### src/core/cps_pkg.sv
package cps_pkg;

   // ----------------------------------------------------------------
   // Pin option codes, in config memory order
   // ----------------------------------------------------------------
   typedef enum logic [3:0] {
      OPT_TRI_STATE,
      OPT_DRIVE_1,
      OPT_DRIVE_0,
      OPT_POWER_EN,
      OPT_SLEEP,
      OPT_CLK_FAST,
      OPT_CLK_MID,
      OPT_CLK_SLOW,
      OPT_GPIO,
      OPT_CHARGER,
      OPT_CHARGER_N,
      OPT_WRITE_STROBE,
      OPT_READ_STROBE,
      OPT_BUS_POWER,
      OPT_FRAME_TOGGLE,
      OPT_KEEP_AWAKE
   } cps_option_t;

   // ----------------------------------------------------------------
   // Carriers
   // ----------------------------------------------------------------
   typedef struct packed {
      cps_option_t option;
      logic        pulldown_en;
   } cps_cfg_t;

   typedef struct packed {
      logic configured;
      logic suspend;
      logic sof;
      logic charger;
   } cps_usb_t;

   typedef struct packed {
      logic out;
      logic oe_n;
   } cps_pin_t;

   // ----------------------------------------------------------------
   // Levels, widths and reset values
   // ----------------------------------------------------------------
   localparam logic     LVL_HIGH     = 1'b1;
   localparam logic     LVL_LOW      = 1'b0;
   localparam int       DATA_W       = 8;
   localparam int       DIV_W        = 16;
   localparam int       CNT_W        = 8;
   localparam int       CLK_ACC_W    = 16;
   localparam cps_pin_t PIN_RELEASED = '{out: 1'b0, oe_n: 1'b1};

   // ----------------------------------------------------------------
   // Clock rates and output clock phase steps
   // ----------------------------------------------------------------
   localparam longint REF_CLK_HZ  = 200_000_000;
   localparam longint REF_PER_PS  = 5_000;
   localparam longint CLK_FAST_HZ = 24_000_000;
   localparam longint CLK_MID_HZ  = 12_000_000;
   localparam longint CLK_SLOW_HZ = 6_000_000;
   localparam logic [CLK_ACC_W-1:0] CLK_INC_FAST =
      CLK_ACC_W'((2 * CLK_FAST_HZ * (longint'(1) << CLK_ACC_W)) / REF_CLK_HZ);
   localparam logic [CLK_ACC_W-1:0] CLK_INC_MID  =
      CLK_ACC_W'((2 * CLK_MID_HZ * (longint'(1) << CLK_ACC_W)) / REF_CLK_HZ);
   localparam logic [CLK_ACC_W-1:0] CLK_INC_SLOW =
      CLK_ACC_W'((2 * CLK_SLOW_HZ * (longint'(1) << CLK_ACC_W)) / REF_CLK_HZ);

   // ----------------------------------------------------------------
   // Strobe timing (least times, rounded up)
   // ----------------------------------------------------------------
   localparam longint STROBE_NS = 50;
   localparam longint SETTLE_NS = 25;
   localparam logic [CNT_W-1:0] STROBE_CYC =
      CNT_W'((STROBE_NS * 1000 + REF_PER_PS - 1) / REF_PER_PS);
   localparam logic [CNT_W-1:0] SETTLE_CYC =
      CNT_W'((SETTLE_NS * 1000 + REF_PER_PS - 1) / REF_PER_PS);

endpackage

### src/core/cps_clk_div.sv
// ----------------------------------------------------------------
// Phase-accumulator clock generator
// ----------------------------------------------------------------
// The reference is not an integer multiple of the output rates, so
// the output carries up to one reference period of edge jitter.
module cps_clk_div
   import cps_pkg::*;
#(
   parameter int ACC_W = CLK_ACC_W
)
(
   // Clock and reset
   input  wire logic             ref_clk,
   input  wire logic             rst_n,
   // Control
   input  wire logic             enable,
   input  wire logic [ACC_W-1:0] increment,
   // Clock out
   output logic                  clk_out
);

   logic [ACC_W:0] acc_d;
   logic [ACC_W:0] acc_q;

   // Carry out of the accumulator marks a half period
   always_comb
   begin
      acc_d = {1'b0, acc_q[ACC_W-1:0]} + {1'b0, increment};
   end

   // Stopped clock rests low and restarts from zero phase
   always_ff @(posedge ref_clk or negedge rst_n)
   begin
      if (!rst_n)
      begin
         acc_q   <= '0;
         clk_out <= LVL_LOW;
      end
      else if (!enable)
      begin
         acc_q   <= '0;
         clk_out <= LVL_LOW;
      end
      else
      begin
         acc_q <= acc_d;
         if (acc_d[ACC_W])
            clk_out <= ~clk_out;
      end
   end

endmodule

### src/core/cps_pin_mux.sv
// Functional notes
// - Tri-state option leaves pin undriven; constant options drive 1 or 0.
// - Power-enable: low once configured, high while suspended.
// - Sleep indicator: low during suspend, high otherwise.
// - Clock options give 24, 12 or 6 MHz, stopped during suspend.
// - GPIO option: pin is one host-controlled input/output bit.
// - Charger option: high when dedicated charger port detected.
// - Inverted charger option drives the complement of charger indication.
// - Write-strobe option: active-low strobe marks each bit-bang data output.
// - Read-strobe option: active-low strobe marks each bit-bang sample.
// - Bus-power option: pin is input, used as attach indication.
// - Frame-toggle option: pin inverts on every start-of-frame.
// - Keep-awake option: active-low input blocks suspend entry.
// - One pin, one function at a time, from the stored option code.
// - Bit-bang enabled: data lines leave normal interface, become 8-bit port.
// - Async bit-bang: bytes presented at a programmable timer rate.
// - Sync bit-bang: lines sampled only after each written byte.
// - During suspend power-enable reads one; optional input pull-down.
module cps_pin_mux
   import cps_pkg::*;
#(
   parameter int DW = DATA_W,
   parameter int TW = DIV_W
)
(
   // Clock and reset
   input  wire logic          ref_clk,
   input  wire logic          arst_n,
   // Config memory load
   input  wire logic          cfg_load_valid,
   input  wire cps_cfg_t      cfg_load,
   output logic               cfg_applied,
   // USB engine status
   input  wire cps_usb_t      usb_status,
   // Configurable pin
   input  wire logic          pin_in,
   output logic               pin_out,
   output logic               pin_oe_n,
   // Pin GPIO control
   input  wire logic          gpio_out_value,
   input  wire logic          gpio_drive_en,
   output logic               gpio_in_value,
   // Indications
   output logic               power_enable_n,
   output logic               attach_detect,
   output logic               keep_awake_req,
   output logic               suspend_pulldown,
   // Data lines
   input  wire logic [DW-1:0] data_in,
   output logic      [DW-1:0] data_out,
   output logic      [DW-1:0] data_oe_n,
   // Normal interface side
   input  wire logic [DW-1:0] if_data_out,
   input  wire logic [DW-1:0] if_data_oe_n,
   output logic      [DW-1:0] if_data_in,
   // Bit-bang control and byte streams
   input  wire logic          bb_enable,
   input  wire logic          bb_sync_mode,
   input  wire logic [DW-1:0] bb_dir_mask,
   input  wire logic [TW-1:0] bb_divisor,
   input  wire logic          tx_valid,
   input  wire logic [DW-1:0] tx_data,
   output logic               tx_ready,
   output logic               rx_valid,
   output logic      [DW-1:0] rx_data
);

   typedef enum logic [1:0] {BB_IDLE, BB_WRITE, BB_SETTLE, BB_READ} cps_bb_state_t;

   localparam int RX_LAT_MAX = 64;

   logic            rst_meta_q;
   logic            rst_n;
   logic            pin_meta_q;
   logic            pin_sync_q;
   logic [DW-1:0]   data_meta_q;
   logic [DW-1:0]   data_sync_q;
   logic            applied_q;
   cps_option_t     option_q;
   logic            pulldown_q;
   logic            toggle_q;
   logic            clk_div_out;
   logic            clk_en;
   logic [CLK_ACC_W-1:0] clk_inc;
   cps_pin_t        pin_d;
   cps_pin_t        pin_q;
   logic [TW-1:0]   timer_q;
   logic            tick;
   cps_bb_state_t   bb_state_q;
   logic [CNT_W-1:0] bb_cnt_q;
   logic [DW-1:0]   bb_out_q;
   logic            wr_n_q;
   logic            rd_n_q;
   logic            tx_fire;
   logic            bb_start;
   logic [DW-1:0]   data_out_q;
   logic [DW-1:0]   data_oe_n_q;

   // ----------------------------------------------------------------
   // Functions
   // ----------------------------------------------------------------
   function automatic logic is_clk_opt(input cps_option_t opt);
      return (opt == OPT_CLK_FAST) || (opt == OPT_CLK_MID) || (opt == OPT_CLK_SLOW);
   endfunction

   function automatic logic [CLK_ACC_W-1:0] clk_step(input cps_option_t opt);
      if (opt == OPT_CLK_FAST)
         return CLK_INC_FAST;
      else if (opt == OPT_CLK_MID)
         return CLK_INC_MID;
      else
         return CLK_INC_SLOW;
   endfunction

   // ----------------------------------------------------------------
   // Reset release and pin synchronisers
   // ----------------------------------------------------------------
   // Two-stage release keeps reset removal clean
   always_ff @(posedge ref_clk or negedge arst_n)
   begin
      if (!arst_n)
      begin
         rst_meta_q <= LVL_LOW;
         rst_n      <= LVL_LOW;
      end
      else
      begin
         rst_meta_q <= LVL_HIGH;
         rst_n      <= rst_meta_q;
      end
   end

   // Pins are asynchronous to the reference clock
   always_ff @(posedge ref_clk or negedge rst_n)
   begin
      if (!rst_n)
      begin
         pin_meta_q  <= LVL_HIGH;
         pin_sync_q  <= LVL_HIGH;
         data_meta_q <= '0;
         data_sync_q <= '0;
      end
      else
      begin
         pin_meta_q  <= pin_in;
         pin_sync_q  <= pin_meta_q;
         data_meta_q <= data_in;
         data_sync_q <= data_meta_q;
      end
   end

   // ----------------------------------------------------------------
   // Option load
   // ----------------------------------------------------------------
   // First load after reset wins; later loads are ignored
   always_ff @(posedge ref_clk or negedge rst_n)
   begin
      if (!rst_n)
      begin
         applied_q  <= LVL_LOW;
         option_q   <= OPT_TRI_STATE;
         pulldown_q <= LVL_LOW;
      end
      else if (cfg_load_valid && !applied_q)
      begin
         applied_q  <= LVL_HIGH;
         option_q   <= cfg_load.option;
         pulldown_q <= cfg_load.pulldown_en;
      end
   end

   assign cfg_applied = applied_q;

   // ----------------------------------------------------------------
   // Clock outputs and frame toggle
   // ----------------------------------------------------------------
   assign clk_en  = applied_q && is_clk_opt(option_q) && !usb_status.suspend;
   assign clk_inc = clk_step(option_q);

   cps_clk_div #(
      .ACC_W     (CLK_ACC_W)
   ) u_clk_div (
      .ref_clk   (ref_clk),
      .rst_n     (rst_n),
      .enable    (clk_en),
      .increment (clk_inc),
      .clk_out   (clk_div_out)
   );

   // One inversion per start-of-frame pulse
   always_ff @(posedge ref_clk or negedge rst_n)
   begin
      if (!rst_n)
         toggle_q <= LVL_LOW;
      else if (usb_status.sof)
         toggle_q <= ~toggle_q;
   end

   // ----------------------------------------------------------------
   // Pin function select
   // ----------------------------------------------------------------
   always_comb
   begin
      pin_d = '{out: LVL_LOW, oe_n: LVL_LOW};
      case (option_q)
         OPT_TRI_STATE:    pin_d = PIN_RELEASED;
         OPT_DRIVE_1:      pin_d.out = LVL_HIGH;
         OPT_DRIVE_0:      pin_d.out = LVL_LOW;
         OPT_POWER_EN:     pin_d.out = power_enable_n;
         OPT_SLEEP:        pin_d.out = ~usb_status.suspend;
         OPT_CLK_FAST,
         OPT_CLK_MID,
         OPT_CLK_SLOW:     pin_d.out = clk_div_out;
         OPT_GPIO:         pin_d = '{out: gpio_out_value, oe_n: ~gpio_drive_en};
         OPT_CHARGER:      pin_d.out = usb_status.charger;
         OPT_CHARGER_N:    pin_d.out = ~usb_status.charger;
         OPT_WRITE_STROBE: pin_d.out = wr_n_q;
         OPT_READ_STROBE:  pin_d.out = rd_n_q;
         OPT_BUS_POWER:    pin_d = PIN_RELEASED;
         OPT_FRAME_TOGGLE: pin_d.out = toggle_q;
         OPT_KEEP_AWAKE:   pin_d = PIN_RELEASED;
         default:          pin_d = PIN_RELEASED;
      endcase
      if (!applied_q)
         pin_d = PIN_RELEASED;
   end

   // Registered pin drive avoids glitches on option decode
   always_ff @(posedge ref_clk or negedge rst_n)
   begin
      if (!rst_n)
         pin_q <= PIN_RELEASED;
      else
         pin_q <= pin_d;
   end

   assign pin_out  = pin_q.out;
   assign pin_oe_n = pin_q.oe_n;

   // ----------------------------------------------------------------
   // Indications
   // ----------------------------------------------------------------
   // Suspend overrides configured, so the indication reads one
   assign power_enable_n = ~usb_status.configured | usb_status.suspend;
   assign gpio_in_value  = pin_sync_q;

   // Input options are only honoured once the code is applied
   always_ff @(posedge ref_clk or negedge rst_n)
   begin
      if (!rst_n)
      begin
         attach_detect    <= LVL_LOW;
         keep_awake_req   <= LVL_LOW;
         suspend_pulldown <= LVL_LOW;
      end
      else
      begin
         attach_detect    <= applied_q && option_q == OPT_BUS_POWER && pin_sync_q;
         keep_awake_req   <= applied_q && option_q == OPT_KEEP_AWAKE && !pin_sync_q;
         suspend_pulldown <= pulldown_q && usb_status.suspend;
      end
   end

   // ----------------------------------------------------------------
   // Bit-bang timer and sequencer
   // ----------------------------------------------------------------
   // Ticks every divisor+1 cycles; ticks during a busy cycle are lost
   always_ff @(posedge ref_clk or negedge rst_n)
   begin
      if (!rst_n)
         timer_q <= '0;
      else if (!bb_enable || bb_sync_mode || timer_q >= bb_divisor)
         timer_q <= '0;
      else
         timer_q <= timer_q + TW'(1);
   end

   assign tick     = bb_enable && !bb_sync_mode && timer_q >= bb_divisor;
   assign tx_ready = bb_enable && bb_state_q == BB_IDLE && (bb_sync_mode || tick);
   assign tx_fire  = tx_valid && tx_ready;
   assign bb_start = bb_state_q == BB_IDLE && (tx_fire || tick);

   // Write, settle, then sample; async ticks with no byte only sample
   always_ff @(posedge ref_clk or negedge rst_n)
   begin
      if (!rst_n)
      begin
         bb_state_q <= BB_IDLE;
         bb_cnt_q   <= '0;
         bb_out_q   <= '0;
         wr_n_q     <= LVL_HIGH;
         rd_n_q     <= LVL_HIGH;
         rx_valid   <= LVL_LOW;
         rx_data    <= '0;
      end
      else
      begin
         rx_valid <= LVL_LOW;
         case (bb_state_q)
            BB_IDLE:
            begin
               if (tx_fire)
               begin
                  bb_out_q   <= tx_data;
                  wr_n_q     <= LVL_LOW;
                  bb_cnt_q   <= STROBE_CYC;
                  bb_state_q <= BB_WRITE;
               end
               else if (bb_start)
               begin
                  rd_n_q     <= LVL_LOW;
                  bb_cnt_q   <= STROBE_CYC;
                  bb_state_q <= BB_READ;
               end
            end
            BB_WRITE:
            begin
               bb_cnt_q <= bb_cnt_q - CNT_W'(1);
               if (bb_cnt_q == CNT_W'(1))
               begin
                  wr_n_q     <= LVL_HIGH;
                  bb_cnt_q   <= SETTLE_CYC;
                  bb_state_q <= BB_SETTLE;
               end
            end
            BB_SETTLE:
            begin
               bb_cnt_q <= bb_cnt_q - CNT_W'(1);
               if (bb_cnt_q == CNT_W'(1))
               begin
                  rd_n_q     <= LVL_LOW;
                  bb_cnt_q   <= STROBE_CYC;
                  bb_state_q <= BB_READ;
               end
            end
            BB_READ:
            begin
               bb_cnt_q <= bb_cnt_q - CNT_W'(1);
               if (bb_cnt_q == CNT_W'(1))
               begin
                  rd_n_q     <= LVL_HIGH;
                  rx_data    <= data_sync_q;
                  rx_valid   <= LVL_HIGH;
                  bb_state_q <= BB_IDLE;
               end
            end
            default:
               bb_state_q <= BB_IDLE;
         endcase
      end
   end

   // ----------------------------------------------------------------
   // Data line ownership
   // ----------------------------------------------------------------
   // Normal interface owns the lines unless bit-bang is on
   always_ff @(posedge ref_clk or negedge rst_n)
   begin
      if (!rst_n)
      begin
         data_out_q  <= '0;
         data_oe_n_q <= '1;
      end
      else if (bb_enable)
      begin
         data_out_q  <= bb_out_q;
         data_oe_n_q <= ~bb_dir_mask;
      end
      else
      begin
         data_out_q  <= if_data_out;
         data_oe_n_q <= if_data_oe_n;
      end
   end

   assign data_out   = data_out_q;
   assign data_oe_n  = data_oe_n_q;
   assign if_data_in = data_sync_q;

   // ----------------------------------------------------------------
   // Assertions
   // ----------------------------------------------------------------
   property p_unloaded_tristate;
      @(posedge ref_clk) disable iff (!rst_n)
      !applied_q |=> pin_oe_n;
   endproperty
   a_unloaded_tristate: assert property (p_unloaded_tristate)
      else $error("pin driven before option applied");

   property p_const_low;
      @(posedge ref_clk) disable iff (!rst_n)
      applied_q && option_q == OPT_DRIVE_0 |=> !pin_oe_n && !pin_out;
   endproperty
   a_const_low: assert property (p_const_low)
      else $error("constant low option not driven low");

   property p_power_en_suspend;
      @(posedge ref_clk) disable iff (!rst_n)
      applied_q && option_q == OPT_POWER_EN && usb_status.suspend |=> pin_out && !pin_oe_n;
   endproperty
   a_power_en_suspend: assert property (p_power_en_suspend)
      else $error("power enable not high in suspend");

   property p_sleep_low;
      @(posedge ref_clk) disable iff (!rst_n)
      applied_q && option_q == OPT_SLEEP |=> pin_out == !$past(usb_status.suspend);
   endproperty
   a_sleep_low: assert property (p_sleep_low)
      else $error("sleep indicator wrong");

   property p_clk_stopped;
      @(posedge ref_clk) disable iff (!rst_n)
      applied_q && is_clk_opt(option_q) && usb_status.suspend [*2] |=> !pin_out;
   endproperty
   a_clk_stopped: assert property (p_clk_stopped)
      else $error("clock output running in suspend");

   property p_charger_inv;
      @(posedge ref_clk) disable iff (!rst_n)
      applied_q && option_q == OPT_CHARGER_N |=> pin_out != $past(usb_status.charger);
   endproperty
   a_charger_inv: assert property (p_charger_inv)
      else $error("inverted charger level wrong");

   property p_frame_toggle;
      @(posedge ref_clk) disable iff (!rst_n)
      applied_q && option_q == OPT_FRAME_TOGGLE && usb_status.sof
         |=> ##1 pin_out != $past(pin_out);
   endproperty
   a_frame_toggle: assert property (p_frame_toggle)
      else $error("frame toggle missed");

   property p_keep_awake;
      @(posedge ref_clk) disable iff (!rst_n)
      applied_q && option_q == OPT_KEEP_AWAKE && !pin_sync_q |=> keep_awake_req;
   endproperty
   a_keep_awake: assert property (p_keep_awake)
      else $error("keep awake not raised");

   property p_released;
      @(posedge ref_clk) disable iff (!rst_n)
      rst_n && !bb_enable |=> data_oe_n == $past(if_data_oe_n);
   endproperty
   a_released: assert property (p_released)
      else $error("data lines not with normal interface");

   property p_write_strobe;
      @(posedge ref_clk) disable iff (!rst_n)
      !wr_n_q |-> bb_state_q == BB_WRITE;
   endproperty
   a_write_strobe: assert property (p_write_strobe)
      else $error("write strobe outside write phase");

   property p_sync_sample;
      @(posedge ref_clk) disable iff (!rst_n)
      tx_fire && bb_sync_mode |=> !rx_valid [*1] ##[1:RX_LAT_MAX] rx_valid;
   endproperty
   a_sync_sample: assert property (p_sync_sample)
      else $error("no sample after written byte");

   c_async_tick: cover property (@(posedge ref_clk) disable iff (!rst_n) tick && tx_fire);
   c_sync_rx:    cover property (@(posedge ref_clk) disable iff (!rst_n) bb_sync_mode && rx_valid);
   c_clk_run:    cover property (@(posedge ref_clk) disable iff (!rst_n) clk_en && pin_out);
   c_attach:     cover property (@(posedge ref_clk) disable iff (!rst_n) attach_detect);

endmodule

### config.mk
export PLATFORM = sky130hd
export DESIGN_NAME = cps_pin_mux
export DESIGN_NICKNAME = d
export VERILOG_FILES = /design/src/core/cps_pkg.sv /design/src/core/cps_clk_div.sv /design/src/core/cps_pin_mux.sv
export SDC_FILE = /design/constraint.sdc
export NUM_CORES = 1
export LEC_CHECK = 0
export ABC_AREA = 1
export BUFFER_PORTS_ARGS = -buffer_cell sky130_fd_sc_hd__buf_2
export CAP_MARGIN = 20
export CORE_AREA = 5 5 115 117
export CTS_CLUSTER_DIAMETER = 30
export DETAILED_ROUTE_END_ITERATION = 10
export DIE_AREA = 0 0 120 122
export PLACE_DENSITY = 0.83
export SLEW_MARGIN = 40
export SYNTH_ARGS = -nofsm -noshare
export SYNTH_HDL_FRONTEND = slang
export SYNTH_HIERARCHICAL = 1
export SYNTH_SLANG_ARGS = --single-unit
### constraint.sdc
create_clock -name ref_clk -period 3 [get_ports ref_clk]
set_input_delay 0.15 -clock ref_clk [delete_from_list [all_inputs] [get_ports ref_clk]]
set_output_delay 0.15 -clock ref_clk [all_outputs]
set_load 0.05 [all_outputs]
### After elaboration in Yosys (flattened, before gate mapping)

Cells that the tools add are included.
W data, S select, Z words.

| operators by class | value |
|---|---|
| add/sub/neg operators | 3 |
| multipliers | 0 |
| divide/modulo/power cells | 0 |
| order comparisons | 1 |
| equal/unequal tests | 27 |
| shift-type cells | 0 |
| muxes and demuxes | 31 |
| bitwise gates (word level) | 8 |
| reductions and logical operators | 37 |

Operators by type and width:

| operator | number |
|---|---|
| $mux W8 | 6 |
| $eq A4 B4 Y1 const B | 8 |
| $mux W16 | 2 |
| $pmux W8 S4 | 1 |
| $add A16 B14 Y17 | 1 |
| $add A16 B1 Y16 const B | 1 |
| $eq A4 B3 Y1 const B | 4 |
| $ge A16 B16 Y1 | 1 |
| $logic_and A1 B1 Y1 | 14 |
| $mux W14 | 1 |
| $ne A2 B2 Y1 const B | 7 |
| $mux W13 | 1 |
| $mux W2 | 6 |
| $pmux W1 S11 | 1 |
| $mux W1 | 9 |
| $eq A4 B2 Y1 const B | 2 |
| $eq A8 B1 Y1 const B | 1 |
| $not A8 Y8 | 1 |
| $pmux W2 S4 | 1 |
| $sub A8 B1 Y8 const B | 1 |
| $logic_or A1 B1 Y1 | 6 |
| $not A1 Y1 | 6 |
| $reduce_or A3 Y1 | 2 |
| $logic_not A1 Y1 | 5 |
| 16 further kinds | 19 |

| word-level totals | value |
|---|---|
| register bits after elaboration | 110 |
| bits in latches | 0 |
| memory bits (writable) | 0 |
| ROM bits | 0 |
| input port bits | 74 |
| output and inout port bits | 42 |
| word-level logic and storage cells | 134 |
| memories kept | 0 |

### Longest topological paths before layout

| depth | value |
|---|---|
| depth in word-level cells | 11 |
| mapped depth | 17 |
| mapped depth without buffers | 17 |

### Hierarchy

The synthesis kept the hierarchy.

Modules (own cells, without submodules):

| module | times used | cells each | area an instance (sq um) | sequential area each (sq um) |
|---|---|---|---|---|
| cps_pin_mux | 1 | 488 | 4354.2 | 2343.5 |
| cps_clk_div | 1 | 239 | 1540.2 | 425.4 |

### Least setup slack after synthesis

Ideal clock, no wire load.

| timing | value |
|---|---|
| path kind | register to register |
| start | register option_q[0] |
| end | register u_clk_div.acc_q[15] |
| setup time | 0.119 ns |
| data arrival time | 1.896 ns |
| data required time | 2.881 ns |
| slack | 0.985 ns |
| stages on the path, launching flop included | 16 |
| buffers on the path | 0 |
| period minus slack after synthesis | 2.015 ns |
| cells stage by stage | dfrtp_1 -> inv_1 -> nor2_1 -> inv_1 -> nor2_1 -> inv_1 -> nand2_1 -> inv_1 -> ha_1 -> or2_1 -> nand3_1 -> nand2_2 -> nand2_1 -> nand3_1 -> nand2_1 -> nor2_1 |

| on the way | value |
|---|---|
| elaborated cells between the ends (all ways) | 11 |
| those cells by class | 1 x add/sub; 3 x eq/ne; 3 x mux; 4 x reduce/logical |

RTL lines:

| what | line | RTL |
|---|---|---|
| start: declaration | cps_pin_mux.sv:79 | `cps_option_t option_q;` |
| start signal: assignment | cps_pin_mux.sv:167 | `option_q <= cfg_load.option;` |
| $eq A4 B3 Y1 | cps_pin_mux.sv:107 | `if (opt == OPT_CLK_FAST)` |
| $mux W14 | cps_pin_mux.sv:107 |  |
| named net clk_inc[13] | cps_pin_mux.sv:84 | `logic [CLK_ACC_W-1:0] clk_inc;` |
| $add A16 B14 Y17 | cps_clk_div.sv:28 | `acc_d = {1'b0, acc_q[ACC_W-1:0]} + {1'b0, increment};` |
| $mux W16 | cps_clk_div.sv:39 | `else if (!enable)` |
| end signal: assignment | cps_clk_div.sv:36 | `acc_q <= '0;` |
| end signal: assignment | cps_clk_div.sv:41 | `acc_q <= '0;` |
| end signal: assignment | cps_clk_div.sv:46 | `acc_q <= acc_d;` |
| end: declaration | cps_clk_div.sv:23 | `logic [ACC_W:0] acc_q;` |

The timed path passes the listed nets, and every way through them passes these cells.
A chain may end at the register's enable or synchronous reset.

### Final worst setup path

| timing | value |
|---|---|
| start | register option_q[2] |
| end | register u_clk_div.acc_q[15] |

| on the way | value |
|---|---|
| elaborated cells between the ends (all ways) | 11 |
| those cells by class | 1 x add/sub; 3 x eq/ne; 3 x mux; 4 x reduce/logical |

RTL lines:

| what | line | RTL |
|---|---|---|
| $eq A4 B3 Y1 | cps_pin_mux.sv:109 | `else if (opt == OPT_CLK_MID)` |
| $mux W13 | cps_pin_mux.sv:109 |  |
| $mux W14 (*) | cps_pin_mux.sv:107 |  |
| named net clk_inc[7] | cps_pin_mux.sv:84 |  |
| $add A16 B14 Y17 (*) | cps_clk_div.sv:28 |  |
| $mux W16 (*) | cps_clk_div.sv:39 |  |

The timed path passes the listed nets; every way through them passes the cells marked *.

==> impl_metrics.env <==
export IMPL_synth_seq_area_share_pct=47.0
export IMPL_num_antenna_cells=0
export IMPL_cts_sinks=110
export IMPL_row_count=41
export IMPL_combPwrFrac_pct=38.5
export IMPL_r2r_setup_slack_ns=0.61
export IMPL_grt_max_degree=82
export IMPL_setup_viol=0
export IMPL_async_flop_share_pct=100
export IMPL_ys_types=42
export IMPL_cp_required_ns=3.24
export IMPL_hold_violations=0
export IMPL_synth_area_leader_cell="dfrtp_1"
export IMPL_finClkSkew_ns=0.00656
export IMPL_sequentialPowerShare_pct=38.7
export IMPL_clock_power_share_pct=22.8
export IMPL_ys_seq_elements=110
export IMPL_worstPathMaxFanout=5
export IMPL_syn_area_um2=5890
export IMPL_outcome="completed"
export IMPL_layout_drive_gt1_share_pct=21.5
export IMPL_fin_nets=992
export IMPL_wirelength_um=13400
export IMPL_clock_latency_ns=0.35
export IMPL_routabilityCongestion=0.882
export IMPL_die_w_um=120
export IMPL_drt_drc_violations_left=0
export IMPL_min_period_ns=2.39
export IMPL_dr_pass1_iters=5
export IMPL_p_int_w=0.00301
export IMPL_relSlewSlack_pct=53.5
export IMPL_fin_crit_sh_pct=79.6
export IMPL_start_kind="flop"
export IMPL_ctsLongestPathBuffers=2
export IMPL_leakagePower_nw=4.00
export IMPL_hp_class="in2reg"
export IMPL_synthTopCellsByArea="dfrtp_1, nand2_1, ha_1"
export IMPL_die_area_um2=14600
export IMPL_clk_pin_slew_ns=0.07
export IMPL_syn_area_per_cell_um2=8.11
export IMPL_timing_rr_end="u_clk_div/acc_q[15]$_DFF_PN0_"
export IMPL_grt_pass1_vias=4839
export IMPL_wire_per_inst_um=13.0
export IMPL_grt_remaining_overflow=0
export IMPL_placed_cells=994
export IMPL_hold_path_depth=3
export IMPL_grt_usage_pct=18.8
export IMPL_tightest_slew_ns=0.695
export IMPL_routed_via_density=4.85
export IMPL_critical_path_class="reg2reg"
export IMPL_tns_ns=0
export IMPL_finalMaxSlewViolations=0
export IMPL_max_cap_violations=0
export IMPL_worstPathArrival_ns=2.62
export IMPL_grt_pass1_wl_um=22200
export IMPL_synth_warnings=6
export IMPL_clockRootBuffer="clkbuf_16"
export IMPL_antenna_left=0
export IMPL_die_h_um=122
export IMPL_syn_inst=727
export IMPL_cts_tree="built"
export IMPL_worst_hold_startpoint="if_data_out[1]"
export IMPL_antenna_found_initial=0
export IMPL_areaGrowthSynthToFinish_pct=22.0
export IMPL_initial_utilization_pct=48.1
export IMPL_synth_edf_count=0
export IMPL_rsz0062_at_grt="false"
export IMPL_synthFlopType="dfrtp_1"
export IMPL_min_to="data_out[1]$_DFF_PN0_"
export IMPL_port_buffers=115
export IMPL_drtIter0Drc=307
export IMPL_fmax_mhz=419
export IMPL_regToRegStartpoint="option_q[2]$_DFFE_PN0P_"
export IMPL_power_density_nw_per_um2=699
export IMPL_fin_cells=1033
export IMPL_htreeDepth=3
export IMPL_synth_top_area_share_pct=41.2
export IMPL_synth_commonest_cells="nand2_1, inv_1, dfrtp_1"
export IMPL_synthMostInstantiatedCell="nand2_1"
export IMPL_p_sw_w=0.00202
export IMPL_reg2reg_depth=15
export IMPL_place_hpwl_um=9640
export IMPL_core_um2=12300
export IMPL_switching_share_pct=40.2
export IMPL_cts_made_buffers=9
export IMPL_ios=116
export IMPL_end_kind="flop"
export IMPL_peakVddDrop_uv=448
export IMPL_vias=5013
sequential cells by signal (all words and copies together) (netlist names), 2 cells and up:
| signal | count |
|---|---|
| bb_cnt_q | 8 |
| bb_out_q | 8 |
| bb_state_q | 2 |
| data_meta_q | 8 |
| data_oe_n | 8 |
| data_out | 8 |
| if_data_in | 8 |
| option_q | 4 |
| rx_data | 8 |
| timer_q | 16 |
| u_clk_div/acc_q | 16 |
layer usage:
metal  global-route usage [%]  share of wire, %  vias to the layer above
li1                         -                 -                     2562
met1                     24.1                44                     2276
met2                     32.0                49                      148
met3                     3.81               5.3                       27
met4                     6.23               2.2                        0
met5                        0                 0                        -
worst max path at each step:
stage                             from  slack [ns]                       endpoint  cells after the start
2_1_floorplan  option_q[0]$_DFFE_PN0P_        0.99  u_clk_div/acc_q[15]$_DFF_PN0_                     15
3_3_place_gp      timer_q[0]$_DFF_PN0_        0.82           timer_q[8]$_DFF_PN0_                     11
3_5_place_dp   option_q[2]$_DFFE_PN0P_        0.72  u_clk_div/acc_q[15]$_DFF_PN0_                     15
4_1_cts        option_q[2]$_DFFE_PN0P_        0.67  u_clk_div/acc_q[15]$_DFF_PN0_                     15
5_1_grt        option_q[2]$_DFFE_PN0P_        0.40   u_clk_div/acc_q[9]$_DFF_PN0_                     15
6_report       option_q[2]$_DFFE_PN0P_        0.61  u_clk_div/acc_q[15]$_DFF_PN0_                     15
placed cells by master, fill, tap and decap left out, types with 4 or more instances in the layout:
cell type / instances
nand3_1: 23
dfstp_2: 13
o22ai_1: 4
o21ai_1: 14
nor3_1: 7
nand3_2: 4
nor2_4: 4
inv_1: 121
dfrtp_1: 96
clkbuf_16: 9
dlygate4sd3_1: 23
buf_2: 115
nor3b_1: 5
nand2_2: 11
nand4_1: 11
nor3_2: 5
nor2_1: 55
o21ai_0: 19
a21oi_1: 31
conb_1: 9
ha_1: 39
nor2_2: 4
inv_2: 10
nand2_1: 212
xor2_1: 6
what timing repair did:
| action | in CTS | in global routing |
|---|---|---|
| resized for setup | 0 | 0 |
| hold endpoints to repair | 24 | 0 |
| buffers inserted | 0 | 0 |
| hold buffers | 23 | 0 |
through the flow:
stage	util [%]	cell area [um^2]	worst slack, ns	total power (W)	hold WS [ns]
final	58.7	7190	0.612	0.00503	0.00654
after global routing	58.7	7190	0.403	0.00537	0.00864
after CTS	58.7	7190	0.670	0.00503	0.00207
after detailed placement	54.5	6680	0.717	0.00385	-0.0613
after global placement	54.5	6680	0.815	0.00381	-0.0630
after floorplan	-	5920	0.985	0.00341	-0.146
power groups by stage:
stage	clock network (W)	logic [W]	registers, W
finish	0.00115	0.00194	0.00195
global route	0.00122	0.00217	0.00198
CTS	0.00115	0.00193	0.00195
detailed placement	0	0.00188	0.00197
global placement	0	0.00184	0.00197
floorplan	0	0.00116	0.00225
kinds of logic (layout without fill, tap and decap cells):
logic type / after synthesis / count (layout) / share of synthesized area, %
buf+inv: 139 / 288 / 9.04
xor+xnor: 9 / 9 / 1.34
mux: 2 / 2 / 0.382
fa+ha+maj: 40 / 40 / 8.62
flops: 110 / 110 / 47.0
other cells: 2 / 9 / 0.127
simple gates: 350 / 350 / 26.6
compound gates: 75 / 75 / 6.96
layout make-up:
class / count / area [um^2]
clock buffer: 13 / 250
multi-input combinational: 485 / 2630
clock inverter: 3 / 28.8
timing repair buffer: 140 / 833
tap: 150 / 188
fill: 1011 / 5070
sequential: 110 / 2770
inverter: 132 / 495
worst max-delay path, cell delays in order (launching register included):
cell and delay (ns):
dfrtp_1 0.41, inv_1 0.11, nor2_1 0.11, inv_1 0.10
nor2_1 0.19, inv_1 0.12, nand2_1 0.13, inv_1 0.05
ha_1 0.34, or2_1 0.25, nand3_1 0.10, nand2_2 0.09
nand2_1 0.09, nand3_1 0.07, nand2_1 0.06, nor2_1 0.04
No activity file was read; power rests on OpenSTA's default activity.
